[config.mk]
export PLATFORM = sky130hd
export DESIGN_NAME = mpoc_power_ctrl
export DESIGN_NICKNAME = d
export VERILOG_FILES = /design/src/mpoc_ms_tick.sv /design/src/mpoc_power_ctrl.sv
export SDC_FILE = /design/constraint.sdc
export NUM_CORES = 1
export LEC_CHECK = 0
export BUFFER_PORTS_ARGS = -buffer_cell sky130_fd_sc_hd__buf_2
export CAP_MARGIN = 0
export CORE_UTILIZATION = 40
export DETAILED_ROUTE_END_ITERATION = 6
export GPL_ROUTABILITY_DRIVEN = 0
export PLACE_DENSITY = 0.65
export SYNTH_ARGS = -nofsm -noshare
export SYNTH_HDL_FRONTEND = slang
export SYNTH_HIERARCHICAL = 1
export SYNTH_SLANG_ARGS = --single-unit
[constraint.sdc]
create_clock -name ref_clk -period 2.1 [get_ports ref_clk]
set_input_delay 0.21 -clock ref_clk [delete_from_list [all_inputs] [get_ports ref_clk]]
set_output_delay 0.21 -clock ref_clk [all_outputs]
set_load 0.01 [all_outputs]
[src/mpoc_ms_tick.sv]
// Purpose: Shared constants and types for the power on/off sequencer, plus its millisecond time base
// Assumes: ref_clk at 25 MHz, synchronous active-high rst
// Notes:   The tick divider is the only long cycle count, so its length is a parameter

`timescale 1ns/10ps
`default_nettype none

package mpoc_pkg;
    // Time base
    localparam int CLK_HZ        = 25_000_000;
    localparam int MS_PER_S      = 1000;
    localparam int CYCLES_PER_MS = CLK_HZ / MS_PER_S;
    localparam int TICK_W        = 16;

    // Counter widths in milliseconds
    localparam int KEY_W = 11;
    localparam int RST_W = 10;
    localparam int SEQ_W = 8;

    // Pulse thresholds and sequencer hold times, in milliseconds unless the unit says otherwise
    localparam logic [KEY_W-1:0] KEY_ON_MS          = 11'h064;
    localparam logic [KEY_W-1:0] KEY_ON_ADVISED_MS  = 11'h0c8;
    localparam int               KEY_OFF_S          = 2;
    localparam logic [KEY_W-1:0] KEY_OFF_MS         = KEY_W'(KEY_OFF_S * MS_PER_S);
    localparam logic [RST_W-1:0] RST_OFF_MS         = 10'h384;
    localparam int               RST_OFF_ADVISED_S  = 1;
    localparam logic [RST_W-1:0] RST_OFF_ADVISED_MS = RST_W'(RST_OFF_ADVISED_S * MS_PER_S);
    localparam logic [SEQ_W-1:0] BOOT_MS            = 8'h32;
    localparam logic [SEQ_W-1:0] RST_HOLD_MS        = 8'h0a;

    typedef enum logic [3:0] {
        ST_OFF   = 4'h1,
        ST_BOOT  = 4'h2,
        ST_ON    = 4'h4,
        ST_RESET = 4'h8
    } mpoc_state_type;

    // Pins from the host side, all sampled as synchronous levels
    typedef struct packed {
        logic supplyOk;
        logic powerKeyInput;
        logic resetInput;
        logic powerOnTriggerInput;
    } mpoc_pins_type;

    // Power controls toward the rest of the module
    typedef struct packed {
        logic moduleOn;
        logic moduleReset;
        logic pinsValid;
    } mpoc_status_type;

    typedef struct packed {
        mpoc_state_type    st;
        logic [KEY_W-1:0]  keyMs;
        logic [RST_W-1:0]  rstMs;
        logic [SEQ_W-1:0]  seqMs;
        logic              keyArmed;
        logic              rstArmed;
        logic              trgArmed;
        logic              rstWasLow;
        mpoc_status_type   out;
    } mpoc_main_type;

    typedef struct packed {
        logic [TICK_W-1:0] cnt;
        logic              tick;
    } mpoc_tick_type;
endpackage

module mpoc_ms_tick #(
    parameter int CYCLES = mpoc_pkg::CYCLES_PER_MS
) (
    input  wire logic ref_clk,  // System clock
    input  wire logic rst,      // Synchronous reset
    output logic      msTick    // One-cycle pulse per millisecond
);
    import mpoc_pkg::*;

    localparam logic [TICK_W-1:0] LAST = TICK_W'(CYCLES - 1);

    mpoc_tick_type r;
    mpoc_tick_type next_r;

    // Free-running divider; CYCLES must not exceed the counter range
    always_comb begin
        next_r      = r;
        next_r.tick = (r.cnt == LAST);
        next_r.cnt  = (r.cnt == LAST) ? '0 : r.cnt + 16'h0001;
    end

    always_ff @(posedge ref_clk) begin
        if (rst) begin
            r <= '0;
        end else begin
            r <= next_r;
        end
    end

    assign msTick = r.tick;
endmodule

`default_nettype wire

[src/mpoc_power_ctrl.sv]
// Purpose: Pulse-width decoder that turns the module on, resets it or turns it off
// Assumes: Inputs already synchronous to ref_clk; supplyOk marks main supply present
// Notes:   Widths are measured in whole milliseconds, so each threshold has a 1 ms jitter
//
// Operation
// - With supply present, a power key low for at least 100 ms powers on (200 ms advised).
// - While running, a power key low for 2 seconds powers off.
// - While working, a low pulse on the reset input shorter than 900 ms resets the module.
// - While working, a reset low pulse longer than 900 ms powers off.
// - A high level on the power-on trigger input powers the module on.
// - A power key held low permanently starts the module once supply has been present for 100 ms.
// - Pin states are not valid until the power-on sequence has finished.

`timescale 1ns/10ps
`default_nettype none

module mpoc_power_ctrl #(
    parameter int CYCLES_PER_MS = mpoc_pkg::CYCLES_PER_MS
) (
    input  wire logic                      ref_clk,  // 25 MHz clock
    input  wire logic                      rst,      // Synchronous reset, active high
    input  wire mpoc_pkg::mpoc_pins_type   pins,     // Supply flag and the three control pins
    output var mpoc_pkg::mpoc_status_type  status    // Registered power controls
);
    import mpoc_pkg::*;

    logic          msTick;
    mpoc_main_type r;
    mpoc_main_type next_r;
    logic          keyLow;
    logic          rstLow;
    logic          rstRise;

    mpoc_ms_tick #(
        .CYCLES (CYCLES_PER_MS)
    ) u_tick (
        .ref_clk (ref_clk),
        .rst     (rst),
        .msTick  (msTick)
    );

    // Pin decode; reset release is the moment a short pulse is judged
    assign keyLow  = !pins.powerKeyInput;
    assign rstLow  = !pins.resetInput;
    assign rstRise = r.rstWasLow && !rstLow;

    // Next state: arming, pulse timers, then the sequencer, which has the last word
    always_comb begin
        next_r           = r;
        next_r.rstWasLow = rstLow;

        // A pin must return to its idle level (key and reset high, trigger low), or supply must drop, before it may act again, so a held level cannot retrigger
        if (!keyLow) begin
            next_r.keyArmed = 1'b1;
        end
        if (!rstLow) begin
            next_r.rstArmed = 1'b1;
        end
        if (!pins.powerOnTriggerInput) begin
            next_r.trgArmed = 1'b1;
        end
        if (!pins.supplyOk) begin
            next_r.keyArmed = 1'b1;
            next_r.rstArmed = 1'b1;
            next_r.trgArmed = 1'b1;
        end

        // Saturating millisecond timers of the current low pulse
        // Timing starts only with supply present, so a key held through a supply gap
        // still needs a full press after the supply returns
        if (!keyLow || !r.keyArmed || !pins.supplyOk) begin
            next_r.keyMs = '0;
        end else if (msTick && r.keyMs != KEY_OFF_MS) begin
            next_r.keyMs = r.keyMs + 11'h001;
        end
        if (!rstLow || !r.rstArmed || !pins.supplyOk) begin
            next_r.rstMs = '0;
        end else if (msTick && r.rstMs != RST_OFF_MS) begin
            next_r.rstMs = r.rstMs + 10'h001;
        end

        // Power sequencer
        if (!pins.supplyOk) begin
            next_r.st    = ST_OFF;
            next_r.seqMs = '0;
        end else begin
            case (r.st)
                ST_OFF: begin
                    if ((r.keyArmed && r.keyMs >= KEY_ON_MS) ||
                        (r.trgArmed && pins.powerOnTriggerInput)) begin
                        next_r.st       = ST_BOOT;
                        next_r.seqMs    = '0;
                        next_r.keyArmed = 1'b0;
                        next_r.trgArmed = 1'b0;
                    end
                end
                ST_BOOT: begin
                    if (r.seqMs >= BOOT_MS) begin
                        next_r.st = ST_ON;
                    end else if (msTick) begin
                        next_r.seqMs = r.seqMs + 8'h01;
                    end
                end
                ST_ON: begin
                    if (r.keyArmed && r.keyMs >= KEY_OFF_MS) begin
                        next_r.st       = ST_OFF;
                        next_r.keyArmed = 1'b0;
                    end else if (r.rstArmed && r.rstMs >= RST_OFF_MS) begin
                        next_r.st       = ST_OFF;
                        next_r.rstArmed = 1'b0;
                    end else if (rstRise && r.rstArmed) begin
                        next_r.st    = ST_RESET;
                        next_r.seqMs = '0;
                    end
                end
                ST_RESET: begin
                    // Reset is held a fixed time, then the module boots again
                    if (r.seqMs >= RST_HOLD_MS) begin
                        next_r.st    = ST_BOOT;
                        next_r.seqMs = '0;
                    end else if (msTick) begin
                        next_r.seqMs = r.seqMs + 8'h01;
                    end
                end
                default: begin
                    next_r.st = ST_OFF;
                end
            endcase
        end

        // Outputs follow the state being entered, so they change with it
        next_r.out.moduleOn    = (next_r.st != ST_OFF);
        next_r.out.moduleReset = (next_r.st == ST_RESET);
        next_r.out.pinsValid   = (next_r.st == ST_ON);
    end

    // State register
    always_ff @(posedge ref_clk) begin
        if (rst) begin
            r          <= '0;
            r.st       <= ST_OFF;
            r.keyArmed <= 1'b1;
            r.rstArmed <= 1'b1;
            r.trgArmed <= 1'b1;
        end else begin
            r <= next_r;
        end
    end

    assign status = r.out;
endmodule

`default_nettype wire

==> results of run 1 <==
worst max-delay path, cell delays in order (launching register included):
cell      delay (ns)
dfxtp_1         0.39
inv_1           0.06
ha_1            0.19
or4_1           0.44
o211ai_2        0.21
buf_4           0.16
nand3_2         0.12
nor4_1          0.24
a31o_2          0.15
per-layer routing:
layer	up-vias	part of all wire (%)	global-route usage [%]
met5	-	0	0
met4	0	0.44	5.00
met3	2	4.4	5.39
met2	36	46	26.0
met1	1054	49	20.1
li1	1187	-	-
cell usage in the layout (no fill, tap or decap), types with 4 or more instances in the layout:
| master | count |
|---|---|
| clkbuf_8 | 12 |
| dfxtp_1 | 57 |
| buf_4 | 11 |
| xnor2_1 | 16 |
| and3_1 | 4 |
| nor2_1 | 55 |
| inv_1 | 10 |
| a21oi_1 | 6 |
| nor4_1 | 6 |
| nand3_1 | 11 |
| nand4_1 | 16 |
| buf_2 | 8 |
| nand2_1 | 27 |
| nor3_1 | 6 |
| xor2_1 | 14 |
| o21ai_0 | 6 |
| ha_1 | 8 |
| nor4b_1 | 5 |
where the power goes:
group	switching, mW	leakage (nW)	internal [mW]
registers	0.0124	0.461	1.09
logic	0.0542	0.549	0.0392
clock network	0.401	0.107	0.644
sequential cells by signal (all words and copies together), names as in the netlist:
signal         cells
u_tick/msTick      1
u_tick/r          16
status             3
r                 37
final timing paths:
kind | slack [ns] | end | depth (start not counted)
worst max-delay path | 0.08 | r[8] | 8
worst min-delay path | 0.09 | r[3] | 2
worst max register to register | 0.08 | r[8] | 8
worst min register to register | 0.51 | r[24] | 2
stage by stage:
| step | TNS [ns] | instances | hold WS (ns) | util [%] |
|---|---|---|---|---|
| finish | 0 | 441 | 0.0879 | 47.4 |
| global route | -0.00327 | 441 | 0.0793 | 47.4 |
| CTS | 0 | 441 | 0.0721 | 47.3 |
| detailed placement | 0 | 425 | 0.431 | 44.3 |
| global placement | 0 | 425 | 0.436 | 44.3 |
| floorplan | 0 | 320 | 0.277 | - |
layout make-up:
class | count | area, um2
Clock buffer | 14 | 173
Clock inverter | 2 | 35.0
Fill cell | 645 | 3570
Inverter | 10 | 37.5
Multi-Input combinational cell | 243 | 1590
Sequential cell | 57 | 1140
Tap cell | 96 | 120
Timing Repair Buffer | 19 | 123
repair_timing:
item                       in CTS  in global routing
hold endpoints to repair        0                  0
gates resized for setup         0                  1
setup endpoints to repair       0                  5
cells by family after synthesis:
kind of cell               count (synthesis)  synth area share, %
and+or+nand+nor                          159                 29.5
DFF                                       57                 40.3
AOI/OAI and AO/OA                         43                 12.7
xor gates and xnor gates                  30                 9.29
buffers and inverters                     20                 3.58
adders and majority gates                  8                 3.54
muxes                                      3                 1.06
==> results.py, run 1 <==
metrics = {
    "setup_path": {
        "startpoint": "r[7]",
        "worstSetupPathType": "flop to flop",
        "required_ns": 2.37,
        "arrival_ns": 2.30,
        "crit_fanout": 5,
        "cp-start-kind": "flop",
        "reg2reg_from": "r[7]",
        "endpoint_kind": "flop",
    },
    "floorplan": {
        "dieWidth_um": 86.1,
        "num_rows": 30,
        "pin_count": 9,
        "dieArea_um2": 7410,
        "start_util_pct": 41.6,
        "die_h_um": 86.1,
        "core_area_um2": 6790,
    },
    "routing": {
        "ant_nets": 0,
        "dr.pass1.iters": 5,
        "avgViaCountPerCell": 5.17,
        "totalWireLength_mm": 5.48,
        "drc_errors": 0,
        "drtIter0Drc": 169,
        "num_vias": 2279,
        "wl_per_cell_um": 12.4,
    },
    "logic_synthesis": {
        "ys_warn_count": 6,
        "synth_fp_nets": 334,
        "yosysMostFrequentCell": "dfxtp_1",
        "yosysTopAreaCell": "dfxtp_1",
        "synth_area_um2": 2830,
        "yosys-top-cells-count": "dfxtp_1, nor2_1, nand2_1",
        "ys_seq_elements": 57,
        "ys_types": 56,
        "ys.flop_type": "dfxtp_1",
        "synth_top_cell_area_share_pct": 40.3,
        "synth.area.top_cells": "dfxtp_1, nor2_1, xnor2_1, xor2_1, nand2_1",
        "synth_seq_area_share_pct": 40.3,
        "syn_area_per_cell_um2": 8.84,
        "synth-edff-count": 0,
        "async_flop_share_pct": 0,
        "syn_inst": 320,
    },
    "sta": {
        "fin_ws_ns": 0.0796,
        "slew_viol_final": 0,
        "fmax_mhz": 495,
        "finalClockSkew_ns": 0.00458,
        "hold_viol": 0,
        "finalCritPeriodShare_pct": 96.2,
        "relSlewSlack_pct": 69.7,
        "min_period_ns": 2.02,
        "tightest_slew_ns": 0.453,
        "setup_violations": 0,
    },
    "placed_design": {
        "port_buffers": 8,
        "placed_area_um2": 3010,
        "dp_slack_ns": 0.0896,
        "dp_hpwl_mm": 4.01,
    },
    "clock_network": {
        "path_clk_slew_ns": 0.06,
        "htreeDepth": 3,
        "cts.path.max_buffers": 2,
        "cts_hold_buf": 0,
        "cts_buffers": 9,
        "cts_tree": "yes",
        "cts_setup_buffers": 0,
        "numClockSinks": 57,
        "root_buffer": "clkbuf_8",
        "clk_latency_ns": 0.33,
    },
    "pwr": {
        "finalPower_mw": 2.24,
        "vdd_drop_max_mv": 0.265,
        "leakage_nw": 1.12,
        "power_density_nw_per_um2": 696,
    },
    "min_path": {
        "hp-class": "primary input to flop",
        "worstHoldStart": "pins[1]",
    },
    "global_route": {
        "grt_pass1_wl_mm": 9.45,
        "grt.total_usage_pct": 16.0,
        "grt_antenna_before_repair": 0,
        "gr-total-overflow": 0,
        "grt_pass1_vias": 2132,
        "grt_max_degree": 16,
    },
    "finish": {
        "final_area_um2": 3220,
        "syn2layout_area_growth_pct": 13.9,
        "nNetsFinal": 354,
        "antenna_cells": 0,
        "drive_gt1_share_pct": 15.9,
    },
    "flow_run": {
        "max_cap_viol_count": 0,
    },
    "outcome": {
        "status": "completed",
    },
}
(Power assumes the default switching activity.)
==> inputs of run 2 (changes only) <==
Settings changed: ABC_AREA set to 1, CORE_UTILIZATION 40 to 60, CTS_CLUSTER_SIZE set to 40, PLACE_DENSITY 0.65 to 0.87.
==> run 2 against run 1 <==
Utilization increased by 20 points. Design area increased by 7.1%. Via count increased by 24%. Critical endpoint is now r[7]. Critical path type unchanged. Highest routed layer unchanged.
==> results.py, run 2 <==
metrics = {
    "pwr": {
        "pwr-share-seq_pct": 49.7,
        "power_density_nw_per_um2": 642,
        "vdd_drop_max_mv": 0.552,
        "finalPower_mw": 2.22,
        "power_frac_comb_pct": 4.5,
        "p_sw_mw": 0.540,
        "pwr-share-clk_pct": 45.7,
        "swShare_pct": 24.4,
        "leakage_nw": 1.40,
        "internal_power_mw": 1.68,
    },
    "logic_synthesis": {
        "yosys-top-cells-count": "nand2_1, nor2_1, dfxtp_1",
        "ys_types": 33,
        "syn_inst": 461,
        "yosysTopAreaCell": "dfxtp_1",
        "synthAdderAreaFrac_pct": 3.16,
        "synth_fp_nets": 475,
        "ys.flop_type": "dfxtp_1",
        "async_flop_share_pct": 0,
        "synthXorXnorAreaFrac_pct": 4.70,
        "synth-compound-area-share_pct": 10.8,
        "synth_top_cell_area_share_pct": 36.0,
        "synth-simple-area-share_pct": 36.5,
        "yosysMostFrequentCell": "nand2_1",
        "synth_top_family_by_area": "simple AND/OR/NAND/NOR gates",
        "ys_warn_count": 6,
        "ys_seq_elements": 57,
        "synth_seq_area_share_pct": 36.0,
        "synth.area.top_cells": "dfxtp_1, nand2_1, nor2_1, inv_1, a21oi_1",
        "synth-edff-count": 0,
        "synth_area_um2": 3170,
        "syn_area_per_cell_um2": 6.87,
        "synth.area.mux_share_pct": 0,
    },
    "clock_network": {
        "htreeDepth": 3,
        "root_buffer": "clkbuf_8",
        "cts_tree": "yes",
        "cts.path.max_buffers": 2,
        "cts_buffers": 9,
        "path_clk_slew_ns": 0.07,
        "cts_resized": 0,
        "numClockSinks": 57,
        "clk_latency_ns": 0.35,
        "cts_hold_buf": 0,
        "cts_setup_buffers": 0,
    },
    "sta": {
        "fmax_mhz": 592,
        "hold_viol": 0,
        "setup_violations": 0,
        "tns_ns": 0,
        "relSlewSlack_pct": 74.0,
        "finalClockSkew_ns": 0.00988,
        "holdWs_ns": 0.0762,
        "tightest_slew_ns": 0.389,
        "rsz0062_at_grt": "no",
        "min_period_ns": 1.69,
        "finalCritPeriodShare_pct": 80.4,
        "fin_ws_ns": 0.411,
        "slew_viol_final": 0,
    },
    "placed_design": {
        "port_buffers": 8,
        "dp_slack_ns": 0.453,
        "place_inst": 534,
        "dp_hpwl_mm": 4.49,
    },
    "floorplan": {
        "dieWidth_um": 74.6,
        "pin_count": 9,
        "core_area_um2": 5110,
        "die_h_um": 74.6,
        "num_rows": 26,
        "start_util_pct": 62.0,
        "dieArea_um2": 5570,
    },
    "global_route": {
        "grt.total_usage_pct": 24.3,
        "gr-total-overflow": 0,
        "grt_max_degree": 17,
        "grt_antenna_before_repair": 0,
        "grt_pass1_wl_mm": 10.1,
        "grt_pass1_vias": 2505,
    },
    "routing": {
        "met2WireLength_mm": 3.21,
        "num_vias": 2827,
        "wl_per_cell_um": 11.4,
        "ant_nets": 0,
        "drc_errors": 0,
        "dr.pass1.iters": 4,
        "totalWireLength_mm": 6.29,
        "routedLengthMet1_mm": 2.73,
        "met3_length_um": 259,
        "drtIter0Drc": 136,
        "avgViaCountPerCell": 5.14,
        "routed.top_layer": "met4",
    },
    "setup_path": {
        "crit_fanout": 7,
        "critPathBufInv": 1,
        "crit_path_frequent_cell": "nand2_1",
        "cp_slowest_cell": "dfxtp_1",
        "max_stage_delay_ns": 0.45,
        "endpoint_kind": "flop",
        "required_ns": 2.38,
        "cp-start-kind": "flop",
        "path_delay_family": "simple AND/OR/NAND/NOR gates",
        "arrival_ns": 1.97,
        "worstSetupPathType": "flop to flop",
        "path_cells": "inv_1 > ha_1 > nor2_1 > nand2_1 > nand2_1 > a21oi_2 > nor2_4 > nand2_2 > nor2_4 > nand2_1 > a21oi_1",
    },
    "finish": {
        "largest_reg_flops": 37,
        "antenna_cells": 0,
        "multi_input_area_um2": 1750,
        "seqCellArea_um2": 1140,
        "syn2layout_area_growth_pct": 9.01,
        "fillers": 421,
        "drive_gt1_share_pct": 14.2,
        "nNetsFinal": 489,
        "final_cell_mix": "nand2_1, nor2_1, dfxtp_1",
        "final_common_cell": "nand2_1",
        "largest-register": "r",
        "stdcell_count": 550,
    },
    "outcome": {
        "status": "completed",
    },
    "flow_run": {
        "max_cap_viol_count": 0,
    },
    "min_path": {
        "hp-class": "primary input to flop",
    },
}
## run 2: per-layer routing
| layer | track usage, % | up-vias |
|---|---|---|
| li1 | - | 1492 |
| met5 | 0 | - |
| met4 | 8.39 | 0 |
| met2 | 43.8 | 41 |
| met3 | 10.2 | 10 |
| met1 | 25.2 | 1284 |
## run 2: cell type report
class                      count  share of cell area [%]
inverter                      62                    6.74
multi-input combinational    336                    50.6
timing repair buffer           9                    1.38
clock buffer                  10                    3.70
tap                           70                    2.54
clock inverter                 6                    1.99
sequential                    57                    33.1
## run 2: worst register-to-register path, delay by kind of cell (launching register included)
family | cells | cell delay (ns)
AND/OR/NAND/NOR | 7 | 0.66
flip-flops | 1 | 0.45
adder cells (fa/ha/maj) | 1 | 0.20
AO/OA/AOI/OAI | 2 | 0.20
buffers and inverters | 1 | 0.11
## run 2: power groups by stage
| stage | clock, mW | sequential, mW | combinational [mW] |
|---|---|---|---|
| floorplan | 0 | 1.12 | 0.0754 |
| global placement | 0 | 1.13 | 0.0946 |
| detailed placement | 0 | 1.13 | 0.0978 |
| CTS | 1.04 | 1.10 | 0.0994 |
| global route | 1.09 | 1.10 | 0.110 |
| finish | 1.01 | 1.10 | 0.101 |
## run 2: stage by stage
| step | area (um2) | util (%) |
|---|---|---|
| floorplan | 3170 | - |
| global placement | 3250 | 63.7 |
| CTS | 3450 | 67.6 |
| finish | 3450 | 67.6 |
| global route | 3450 | 67.6 |
| detailed placement | 3250 | 63.7 |
## run 2: cells by family (layout without fill, tap and decap cells)
family	count (synthesis)	count (layout)
AOI/OAI and AO/OA	64	64
buffers and inverters	68	87
DFF	57	57
adders and majority gates	8	8
and+or+nand+nor	247	247
xor gates and xnor gates	17	17
## run 2: final timing paths
check / slack (ns) / cells after the start / to / startpoint
min reg2reg: 0.44 / 2 / r[14] / r[14]
max reg2reg: 0.41 / 11 / r[7] / r[7]
min: 0.08 / 2 / r[3] / pins[1]
max: 0.41 / 11 / r[7] / r[7]
